## config.mk

```make
export PLATFORM = sky130hd
export DESIGN_NAME = cpucfg_top
export DESIGN_NICKNAME = d
export VERILOG_FILES = /design/src/logic/cpucfg_pkg.sv /design/src/logic/cpucfg_clk_if.sv /design/src/logic/cpucfg_clk_switch.sv /design/src/logic/cpucfg_top.sv
export SDC_FILE = /design/constraint.sdc
export NUM_CORES = 1
export LEC_CHECK = 0
export ABC_AREA = 1
export BUFFER_PORTS_ARGS = -buffer_cell sky130_fd_sc_hd__buf_2
export CORE_MARGIN = 2
export CORE_UTILIZATION = 41
export CTS_CLUSTER_DIAMETER = 100
export CTS_CLUSTER_SIZE = 30
export DETAILED_ROUTE_END_ITERATION = 8
export GPL_TIMING_DRIVEN = 0
export PLACE_DENSITY = 0.72
export SLEW_MARGIN = 20
export SYNTH_ARGS = -nofsm -noshare
export SYNTH_HDL_FRONTEND = slang
export SYNTH_HIERARCHICAL = 1
export SYNTH_SLANG_ARGS = --single-unit
```

## constraint.sdc

```tcl
create_clock -name i_sys_clk -period 1.1 [get_ports i_sys_clk]
set_input_delay 0.055 -clock i_sys_clk [delete_from_list [all_inputs] [get_ports i_sys_clk]]
set_output_delay 0.055 -clock i_sys_clk [all_outputs]
set_load 0.1 [all_outputs]
```

## src/logic/cpucfg_pkg.sv

```systemverilog
// package: constants, register map and mode encodings for core clocking and configuration
package cpucfg_pkg;
   localparam int CPUCFG_AW = 4;
   localparam int CPUCFG_DW = 32;
   localparam logic [3:0] CPUCFG_CTRL_OFS = 4'h0;
   localparam logic [3:0] CPUCFG_STAT_OFS = 4'h4;
   localparam logic [3:0] CPUCFG_MODE_OFS = 4'h8;
   localparam logic [3:0] CPUCFG_SWAP_OFS = 4'hc;
   localparam int CPUCFG_BIGEND_BIT = 0;
   localparam int CPUCFG_WPROG_BIT = 1;
   localparam int CPUCFG_WDATA_BIT = 2;
   localparam int CPUCFG_FASTREQ_BIT = 3;
   localparam logic [3:0] CPUCFG_CTRL_RST = 4'h0;
   localparam logic [4:0] CPUCFG_MODE_RST = 5'h13;
   localparam logic [4:0] CPUCFG_MODE_USR26 = 5'h00;
   localparam logic [4:0] CPUCFG_MODE_LEGACY_FAST_IRQ_MODE = 5'h01;
   localparam logic [4:0] CPUCFG_MODE_LEGACY_NORMAL_IRQ_MODE = 5'h02;
   localparam logic [4:0] CPUCFG_MODE_SVC26 = 5'h03;
   localparam int CPUCFG_NREGS = 31;
   localparam int CPUCFG_REG_W = 32;
   typedef enum logic [1:0] {
      CPUCFG_ADDR_26,
      CPUCFG_ADDR_26D32,
      CPUCFG_ADDR_32,
      CPUCFG_ADDR_BAD
   } cpucfg_space_e;
endpackage

```

## src/logic/cpucfg_clk_if.sv

```systemverilog
// interface: clock-select handshake between config top and clock switcher
`timescale 1ns/10ps
interface cpucfg_clk_if;
   logic want_fast;
   logic sync_mode;
   logic on_fast;
   logic busy;
   modport ctl (output want_fast, output sync_mode, input on_fast, input busy);
   modport sw (input want_fast, input sync_mode, output on_fast, output busy);
endinterface

```

## src/logic/cpucfg_clk_switch.sv

```systemverilog
// module: core clock selector with resync penalty in async mode
`timescale 1ns/10ps
module cpucfg_clk_switch #(
   parameter int MAX_PEN = 2
) (
   input wire logic i_sys_clk,
   input wire logic i_srst,
   input wire logic i_fast_tick,
   input wire logic i_mem_tick,
   cpucfg_clk_if.sw ctl
);
   logic on_fast_q, on_fast_d;
   logic busy_q, busy_d;
   if (MAX_PEN < 1) begin : g_bad_pen
      $error("MAX_PEN must be at least 1");
   end
   always_comb begin
      on_fast_d = on_fast_q;
      busy_d = 1'b0;
      if (ctl.want_fast != on_fast_q) begin
         if (ctl.sync_mode) begin
            on_fast_d = ctl.want_fast;
         end else begin
            // wait for the destination clock's next tick: zero to one destination period
            busy_d = 1'b1;
            if (ctl.want_fast ? i_fast_tick : i_mem_tick) begin
               on_fast_d = ctl.want_fast;
               busy_d = 1'b0;
            end
         end
      end
   end
   always_ff @(posedge i_sys_clk) begin
      if (i_srst) begin
         on_fast_q <= 1'b0;
         busy_q <= 1'b0;
      end else begin
         on_fast_q <= on_fast_d;
         busy_q <= busy_d;
      end
   end
   assign ctl.on_fast = on_fast_q;
   assign ctl.busy = busy_q;
endmodule

```

## src/logic/cpucfg_top.sv

```systemverilog
// top: core clocking and configuration control with register port
//
// Decided for this implementation: the register addresses and the address-and-strobe port.
`timescale 1ns/10ps
module cpucfg_top #(
   parameter int CORE_DIV = 3
) (
   // clock and reset
   input wire logic i_sys_clk,
   input wire logic i_srst,
   // pins
   input wire logic i_memory_clock_input,
   input wire logic i_core_clock_input,
   input wire logic i_sync_async_strap,
   // core access request
   input wire logic i_acc_valid,
   input wire logic i_acc_cached,
   input wire logic i_acc_write,
   input wire logic i_acc_byte,
   input wire logic [31:0] i_acc_addr,
   input wire logic [31:0] i_acc_wdata,
   input wire logic [1:0] i_mode_req,
   input wire logic i_mode_set,
   input wire logic i_exception,
   // register port
   input wire logic [cpucfg_pkg::CPUCFG_AW-1:0] i_reg_addr,
   input wire logic [cpucfg_pkg::CPUCFG_DW-1:0] i_reg_wdata,
   input wire logic i_reg_wr,
   input wire logic i_reg_rd,
   output logic [cpucfg_pkg::CPUCFG_DW-1:0] o_reg_rdata,
   // memory side
   output logic o_mem_valid,
   output logic o_mem_write,
   output logic [31:0] o_mem_addr,
   output logic [31:0] o_mem_wdata,
   output logic [3:0] o_mem_lanes,
   output logic o_addr_exc,
   output logic o_core_on_fast,
   output logic o_switch_busy,
   output logic [4:0] o_cur_mode
);
   import cpucfg_pkg::*;

   if (CORE_DIV < 1) begin : g_bad_div
      $error("CORE_DIV must be at least 1");
   end

   // no coprocessor port: such work is left to software; access words match the core register width
   if (CPUCFG_REG_W != CPUCFG_DW) begin : g_bad_regw
      $error("register width must match the data bus");
   end

   // pin synchronisers
   logic [1:0] memory_clock_input_s_q, memory_clock_input_s_d;
   logic [1:0] corclk_s_q, corclk_s_d;
   logic [1:0] strap_s_q, strap_s_d;
   logic memory_clock_input_prev_q, memory_clock_input_prev_d;
   logic corclk_prev_q, corclk_prev_d;
   logic half_q, half_d;
   logic mem_tick, fast_tick;

   // rising edge of a synchronised pin
   function automatic logic rise_of(input logic cur, input logic prev);
      rise_of = cur && !prev;
   endfunction

   always_comb begin
      memory_clock_input_s_d = {memory_clock_input_s_q[0], i_memory_clock_input};
      corclk_s_d = {corclk_s_q[0], i_core_clock_input};
      strap_s_d = {strap_s_q[0], i_sync_async_strap};
      memory_clock_input_prev_d = memory_clock_input_s_q[1];
      corclk_prev_d = corclk_s_q[1];
      half_d = half_q;
      if (rise_of(memory_clock_input_s_q[1], memory_clock_input_prev_q)) begin
         half_d = ~half_q;
      end
   end

   always_ff @(posedge i_sys_clk) begin
      if (i_srst) begin
         memory_clock_input_s_q <= 2'h0;
         corclk_s_q <= 2'h0;
         strap_s_q <= 2'h0;
         memory_clock_input_prev_q <= 1'b0;
         corclk_prev_q <= 1'b0;
         half_q <= 1'b0;
      end else begin
         memory_clock_input_s_q <= memory_clock_input_s_d;
         corclk_s_q <= corclk_s_d;
         strap_s_q <= strap_s_d;
         memory_clock_input_prev_q <= memory_clock_input_prev_d;
         corclk_prev_q <= corclk_prev_d;
         half_q <= half_d;
      end
   end

   logic sync_mode;
   assign sync_mode = strap_s_q[1];
   // sync mode: fast ticks on every memory edge, memory side on every second one
   assign fast_tick = sync_mode ? rise_of(memory_clock_input_s_q[1], memory_clock_input_prev_q)
                                : rise_of(corclk_s_q[1], corclk_prev_q);
   assign mem_tick = rise_of(memory_clock_input_s_q[1], memory_clock_input_prev_q) && (!sync_mode || half_q);

   // clock selection
   cpucfg_clk_if clk_if ();
   // wanted clock is held after the access, since an async switch outlasts a one-cycle request
   logic want_q, want_d;
   always_comb begin
      want_d = want_q;
      if (i_acc_valid) begin
         want_d = i_acc_cached;
      end
   end
   always_ff @(posedge i_sys_clk) begin
      if (i_srst) begin
         want_q <= 1'b0;
      end else begin
         want_q <= want_d;
      end
   end
   assign clk_if.want_fast = want_d;
   assign clk_if.sync_mode = sync_mode;

   cpucfg_clk_switch #(
      .MAX_PEN(2)
   ) u_switch (
      .i_sys_clk(i_sys_clk),
      .i_srst(i_srst),
      .i_fast_tick(fast_tick),
      .i_mem_tick(mem_tick),
      .ctl(clk_if)
   );

   // configuration register
   logic [3:0] ctrl_q, ctrl_d;
   logic [4:0] mode_q, mode_d;
   logic [CPUCFG_DW-1:0] rdata_q, rdata_d;
   logic [CPUCFG_DW-1:0] swap_q, swap_d;
   logic bigend, wprog, wdata;
   cpucfg_space_e space;

   assign bigend = ctrl_q[CPUCFG_BIGEND_BIT];
   assign wprog = ctrl_q[CPUCFG_WPROG_BIT];
   assign wdata = ctrl_q[CPUCFG_WDATA_BIT];

   function automatic cpucfg_space_e space_of(input logic p, input logic d);
      case ({p, d})
         2'b00: space_of = CPUCFG_ADDR_26;
         2'b01: space_of = CPUCFG_ADDR_26D32;
         2'b11: space_of = CPUCFG_ADDR_32;
         default: space_of = CPUCFG_ADDR_BAD;
      endcase
   endfunction

   // lane select for a byte within a word, per byte order
   function automatic logic [1:0] lane_of(input logic be, input logic [1:0] a);
      lane_of = be ? (2'h3 - a) : a;
   endfunction

   assign space = space_of(wprog, wdata);

   always_comb begin
      ctrl_d = ctrl_q;
      swap_d = swap_q;
      rdata_d = '0;
      if (i_reg_wr) begin
         case (i_reg_addr)
            CPUCFG_CTRL_OFS: ctrl_d = i_reg_wdata[3:0];
            CPUCFG_SWAP_OFS: swap_d = i_reg_wdata;
            default: ctrl_d = ctrl_q;
         endcase
      end
      if (i_reg_rd) begin
         case (i_reg_addr)
            CPUCFG_CTRL_OFS: rdata_d = {28'h0, ctrl_q};
            CPUCFG_STAT_OFS: rdata_d = {26'h0, space, clk_if.busy, clk_if.on_fast, sync_mode, 1'b0};
            CPUCFG_MODE_OFS: rdata_d = {27'h0, mode_q};
            // byte order reorders load/store lanes and also byte-reverses the swap register on read
            CPUCFG_SWAP_OFS: rdata_d = bigend ? {swap_q[7:0], swap_q[15:8], swap_q[23:16], swap_q[31:24]}
                                              : swap_q;
            default: rdata_d = '0;
         endcase
      end
   end

   // operating mode: in 26-bit program space, mode sets and exceptions pick one of four legacy modes
   always_comb begin
      mode_d = mode_q;
      if (i_exception) begin
         mode_d = wprog ? CPUCFG_MODE_RST : CPUCFG_MODE_SVC26;
      end else if (i_mode_set) begin
         if (!wprog) begin
            mode_d = {3'h0, i_mode_req};
         end else begin
            mode_d = {3'h4, i_mode_req};
         end
      end
   end

   // memory access path; ctrl_q used, so a write lands before the next access
   logic mvalid_q, mvalid_d;
   logic mwrite_q, mwrite_d;
   logic [31:0] maddr_q, maddr_d;
   logic [31:0] mwdata_q, mwdata_d;
   logic [3:0] mlanes_q, mlanes_d;
   logic aexc_q, aexc_d;

   always_comb begin
      mvalid_d = i_acc_valid;
      mwrite_d = i_acc_write;
      maddr_d = i_acc_addr;
      mwdata_d = i_acc_wdata;
      mlanes_d = 4'hf;
      aexc_d = 1'b0;
      if (i_acc_valid) begin
         // address exceptions only in the narrow data space
         if (space == CPUCFG_ADDR_26 && i_acc_addr[31:26] != 6'h0) begin
            aexc_d = 1'b1;
            mvalid_d = 1'b0;
         end
         if (i_acc_byte) begin
            mlanes_d = 4'h1 << lane_of(bigend, i_acc_addr[1:0]);
            mwdata_d = {4{i_acc_wdata[7:0]}};
         end
      end else begin
         mvalid_d = 1'b0;
      end
   end

   always_ff @(posedge i_sys_clk) begin
      if (i_srst) begin
         ctrl_q <= CPUCFG_CTRL_RST;
         swap_q <= '0;
         rdata_q <= '0;
         mode_q <= CPUCFG_MODE_RST;
         mvalid_q <= 1'b0;
         mwrite_q <= 1'b0;
         maddr_q <= '0;
         mwdata_q <= '0;
         mlanes_q <= 4'h0;
         aexc_q <= 1'b0;
      end else begin
         ctrl_q <= ctrl_d;
         swap_q <= swap_d;
         rdata_q <= rdata_d;
         mode_q <= mode_d;
         mvalid_q <= mvalid_d;
         mwrite_q <= mwrite_d;
         maddr_q <= maddr_d;
         mwdata_q <= mwdata_d;
         mlanes_q <= mlanes_d;
         aexc_q <= aexc_d;
      end
   end

   // outputs; clock state copied into flops so all outputs are registered
   logic onf_q, busy_o_q;
   always_ff @(posedge i_sys_clk) begin
      if (i_srst) begin
         onf_q <= 1'b0;
         busy_o_q <= 1'b0;
      end else begin
         onf_q <= clk_if.on_fast;
         busy_o_q <= clk_if.busy;
      end
   end

   assign o_reg_rdata = rdata_q;
   assign o_mem_valid = mvalid_q;
   assign o_mem_write = mwrite_q;
   assign o_mem_addr = maddr_q;
   assign o_mem_wdata = mwdata_q;
   assign o_mem_lanes = mlanes_q;
   assign o_addr_exc = aexc_q;
   assign o_core_on_fast = onf_q;
   assign o_switch_busy = busy_o_q;
   assign o_cur_mode = mode_q;
endmodule

```

### Yosys cells after proc, flatten, opt, wreduce, memory -nomap -nowiden

Index checks and enable logic that the tools add are counted.

| cells by class | value |
|---|---|
| magnitude comparators | 0 |
| shift operators | 1 |
| reduce and logical (&&, ||, !) cells | 20 |
| equal/unequal tests | 6 |
| div/mod/pow operators | 0 |
| mux-type cells | 20 |
| $add $sub $neg | 1 |
| multiply operators | 0 |
| bitwise operators | 4 |

Operators by type and width:

| operator | number |
|---|---|
| case mux 32 bit (4 select lines) | 1 |
| two-way mux 32 bit | 3 |
| two-way mux 5 bit | 4 |
| equality test 4 bit, second input constant | 2 |
| two-way mux 1 bit | 8 |
| two-way mux 4 bit | 2 |
| case mux 2 bit (3 select lines) | 1 |
| AND reduction 2 bit | 3 |
| nonzero test 6 bit | 1 |
| equality test 4 x 3 -> 1 bit, second input constant | 1 |
| logical AND 1 bit | 4 |
| logical NOT 2 bit | 2 |
| logical NOT 4 bit | 1 |
| inverter 1 bit | 4 |
| nonzero test 2 bit | 2 |
| OR reduction 2 bit | 2 |
| left shift 1 x 2 -> 4 bit, first input constant | 1 |
| logical NOT 1 bit | 3 |
| OR reduction 3 bit | 1 |
| equality test 2 x 1 -> 1 bit, second input constant | 1 |
| equality test 2 bit, second input constant | 1 |
| two-way mux 2 bit | 1 |
| subtractor 2 bit, first input constant | 1 |
| logical OR 1 bit | 1 |
| != test 1 bit | 1 |

| word-level totals | value |
|---|---|
| input bits | 115 |
| latch bits | 0 |
| flip-flop bits (word level) | 158 |
| ROM bits | 0 |
| word-level logic and storage cells | 73 |
| bits in writable memories | 0 |
| memories kept | 0 |

### Longest topological paths before layout

| depth | value |
|---|---|
| depth in word-level cells | 6 |
| mapped depth | 8 |
| depth with buffers taken out | 7 |

### Cells and area by module

The synthesis kept the hierarchy.

Modules (own cells, without submodules):

| module | area an instance (um^2) | cells each | times used | seq. area each (um^2) |
|---|---|---|---|---|
| cpucfg_top | 5434.0 | 671 | 1 | 3083.0 |
| cpucfg_clk_switch | 102.6 | 12 | 1 | 40.0 |

### Worst setup path before layout

Ideal clock, no wire load.

| timing | value |
|---|---|
| kind | reg2reg |
| start point | register mode_q[1], in the netlist o_cur_mode[1] |
| end point | register rdata_q[1], in the netlist o_reg_rdata[1] |
| setup time | 64 ps |
| stages on the path, launching flop included | 5 |
| required time | 1036 ps |
| path buffers | 0 |
| period minus slack after synthesis | 1339 ps |
| data arrival time | 1275 ps |
| setup slack | -239 ps |
| path through | dfxtp_1 -> nand3_1 -> nand2_1 -> nor2_1 -> nor2_1 |

| between the ends | value |
|---|---|
| longest elaborated chain between the ends | 1 |

RTL lines:

| item | RTL line | source |
|---|---|---|
| from (decl) | cpucfg_top.sv:136 | `logic [4:0] mode_q, mode_d;` |
| from (signal assigned) | cpucfg_top.sv:246 | `mode_q <= mode_d;` |
| case mux 32 bit (4 select lines) | cpucfg_top.sv:174 | `case (i_reg_addr)` |
| to (signal assigned) | cpucfg_top.sv:245 | `rdata_q <= rdata_d;` |
| to (decl) | cpucfg_top.sv:137 | `logic [CPUCFG_DW-1:0] rdata_q, rdata_d;` |

Every way passes these cells.
A chain may end at the register's enable or synchronous reset.

### Worst setup path after layout

| timing | value |
|---|---|
| start point | register mwdata_q[21], in the netlist o_mem_wdata[21] |
| end point | output port o_mem_wdata[21] |

RTL lines:

| item | RTL line | source |
|---|---|---|
| from (decl) | cpucfg_top.sv:204 | `logic [31:0] mwdata_q, mwdata_d;` |
| from (signal assigned) | cpucfg_top.sv:250 | `mwdata_q <= mwdata_d;` |
| to (decl) | cpucfg_top.sv:35 | `output logic [31:0] o_mem_wdata,` |

No word-level cell between the ends.

==> metrics.cfg <==
[synth]
synth_xor_area_share_pct = 0.475
synth_area_um2 = 5540
syn_avg_cell_area_um2 = 8.11
synth_adder_area_share_pct = 0.678
synth_top_family_by_area = simple AND/OR/NAND/NOR gates
yosysWarnings = 6
yosysUniqueCellTypes = 27
yosysSeqAreaShare_pct = 56.4
synth_simple_gate_area_share_pct = 22.8
netlist_instances = 683
synth_seq_cells = 156
synth_compound_area_share_pct = 9.31
synthMuxAreaShare_pct = 0

[critical_path]
path_delay_family = flip-flops
path_max_fanout = 1
path_buf_inv = 1
critPathKind = reg -> out
cp.required_ns = 1.04
end_kind = output port
worst_setup_path_start_kind = flop
cp_cell_sequence = buf_4
cp.arrival_ns = 1.05
cpMaxStageDelayCell = dfxtp_1
crit_path_max_incr_delay_ns = 0.34

[cells_and_area]
layout_common_cells = dfxtp_1 (148), nand2_1 (129), buf_2 (124)
drive_above_1_share_pct = 30.8
stdcell_count = 1225
area_delta_synth_final_pct = 65.5
register_area_um2 = 3130
diodes = 0
multi_input_area_um2 = 1900
final_common_cell = dfxtp_1
final.fill_count = 947
nNetsFinal = 1154
final_cell_area_um2 = 9160

[power]
powerDensity_nw_per_um2 = 1590
power.leakage_nw = 4.35
peakVddDrop_mv = 1.28

[outcome]
status = complete, but fails checks
violations = setup timing

[sta]
relSlewSlack_pct = 57.3
tightest_slew_ns = 0.641
clock.fmax_ghz = 0.906
setup-violations-final = 1
fin_crit_sh_pct = 100
hold_viol_final = 0
drv_slew = 0
setup_ws_ns = -0.00416
final.min_clock_period_ns = 1.10
clock_skew_ns = 0.00716
rsz0062_at_grt = yes

[floorplanning]
start_util_pct = 42.0
num_io_pins = 225
die_h_um = 120
dieArea_um2 = 14400
fp.coreArea_um2 = 13200
die_w_um = 120
rows = 42

[job]
cap_violations = 0

[global_route]
track_usage_pct = 26.0
gr-total-overflow = 0
antenna_found_initial = 0
grt_pass1_vias = 5867
grt_max_degree = 17
grt_pass1_wl_um = 29100

[routing]
ant_nets = 0
wirelength_um = 19300
firstDrtPassIters = 5
viasPerCell = 4.78
vias = 5853
wl_per_cell_um = 15.7
drcViolationCount = 0
drtIter0Drc = 346

[place]
dpl_cell_area_um2 = 6870
dp.cells = 1081
place_hpwl_um = 11200
place_congestion = 0.871
port-buffer-count = 221

[clock_tree]
cts_num_sinks = 156
clk-insertion-delay-late_ns = 0.42
cts_buffers = 17
cts.reportedPaths.clkPinSlew_ns = 0.06
tritoncts = done
cts_root_buf = clkbuf_16
cts_max_level = 4
cts_buffer_depth = 2

[hold_path]
holdCritPathClass = in -> reg

## metrics by stage
step / power (W) / hold slack, ns / setup WS, ns / setup TNS (ns) / utilization [%]
2_1_floorplan: 0.00769 / 0.124 / 0.0783 / 0 / -
3_3_place_gp: 0.00820 / 0.254 / -0.143 / -2.96 / 52.1
3_5_place_dp: 0.00822 / 0.262 / -0.156 / -3.89 / 52.1
4_1_cts: 0.0145 / 0.00755 / 0.0000495 / 0 / 67.4
5_1_grt: 0.0150 / 0.0280 / -0.0295 / -0.184 / 69.5
6_report: 0.0146 / 0.0300 / -0.00416 / -0.00416 / 69.5
## report_power, final
| group | internal [W] | leakage, nW | switching [W] |
|---|---|---|---|
| Combinational | 0.000860 | 2.78 | 0.00188 |
| Clock | 0.00359 | 0.294 | 0.00229 |
| Sequential | 0.00586 | 1.28 | 0.0000983 |
| Total | 0.0103 | 4.35 | 0.00427 |
## metal layers
layer  part of all wire (%)  global-route usage (%)  wire, um  vias to the layer above
li1                       -                       -         -                     2826
met1                     38                    29.0      7340                     2687
met2                     50                    45.6      9700                      286
met3                    8.1                    7.31      1560                       54
met4                    3.5                    12.8       665                        0
met5                      0                       0         0                        -
## worst min-delay path: stages
cell and delay, ns:
buf_2 0.18, nand3_1 0.11, a21oi_1 0.06
## area by class of cell
| cell class | instances | share of cell area (%) |
|---|---|---|
| Tap cell | 176 | 2.40 |
| Multi-Input combinational cell | 405 | 20.7 |
| Clock buffer | 23 | 5.33 |
| Clock inverter | 9 | 1.19 |
| Sequential cell | 156 | 34.2 |
| Inverter | 85 | 3.48 |
| Timing Repair Buffer | 333 | 29.6 |
| Buffer | 38 | 3.07 |
## state kept, by name (all words and copies together), names as in the netlist
name and count:
swap_q 32, o_mem_lanes 4, u_switch/ctl.busy 1, o_mem_addr 32, o_mem_write 1, memory_clock_input_s_q 2
o_mem_wdata 32, o_cur_mode 3, o_mem_valid 1, ctrl_q 4, want_q 1, o_addr_exc 1
o_reg_rdata 32, corclk_s_q 2, o_core_on_fast 1, memory_clock_input_prev_q 1, strap_s_q 2, corclk_prev_q 1
u_switch/ctl.on_fast 1, half_q 1, o_switch_busy 1
## cell families after synthesis
kind of cell / count (synthesis)
simple gates: 295
flops: 156
buf+inv: 123
compound gates: 102
xor+xnor: 3
fa+ha+maj: 3
other cells: 1
## worst paths after layout
path | start | to | slack [ns] | cells after the start
worst max-delay path | o_mem_wdata[21] | o_mem_wdata[21] | -0.004 | 1
worst min-delay path | i_reg_wr | swap_q[29] | 0.03 | 3
worst max register to register | ctrl_q[0] | o_reg_rdata[5] | 0.03 | 6
worst min register to register | memory_clock_input_s_q[0] | memory_clock_input_s_q[1] | 0.41 | 2
## synthesized netlist by cell type
library cell	n	area [um^2]
nor3_2	1	10.0
nor2_1	98	368
nand2_1	130	488
nor2_4	1	11.3
ha_1	3	37.5
nor2_2	4	25.0
conb_1	1	3.75
inv_1	82	308
inv_2	3	11.3
nand3_1	47	235
nand2_2	3	18.8
clkbuf_1	9	33.8
nand2_4	1	11.3
nor3_1	2	10.0
o211ai_1	1	7.51
buf_6	9	101
nor2_8	1	20.0
buf_2	15	75.1
nand3_4	1	17.5
buf_4	5	37.5
a21oi_1	72	360
nand4_1	3	18.8
dfxtp_1	156	3120
o31ai_1	1	7.51
nand3_2	3	30.0
xnor2_1	3	26.3
o21ai_0	28	140
## repair_timing
action / 4_1_cts / 5_1_grt
setup endpoints to repair: 144 / 76
pin swaps: 0 / 5
hold endpoints to repair: 118 / 0
resized for setup: 131 / 72
hold buffers: 108 / 0
setup buffers: 0 / 4
No activity file was read; power rests on OpenSTA's default activity.
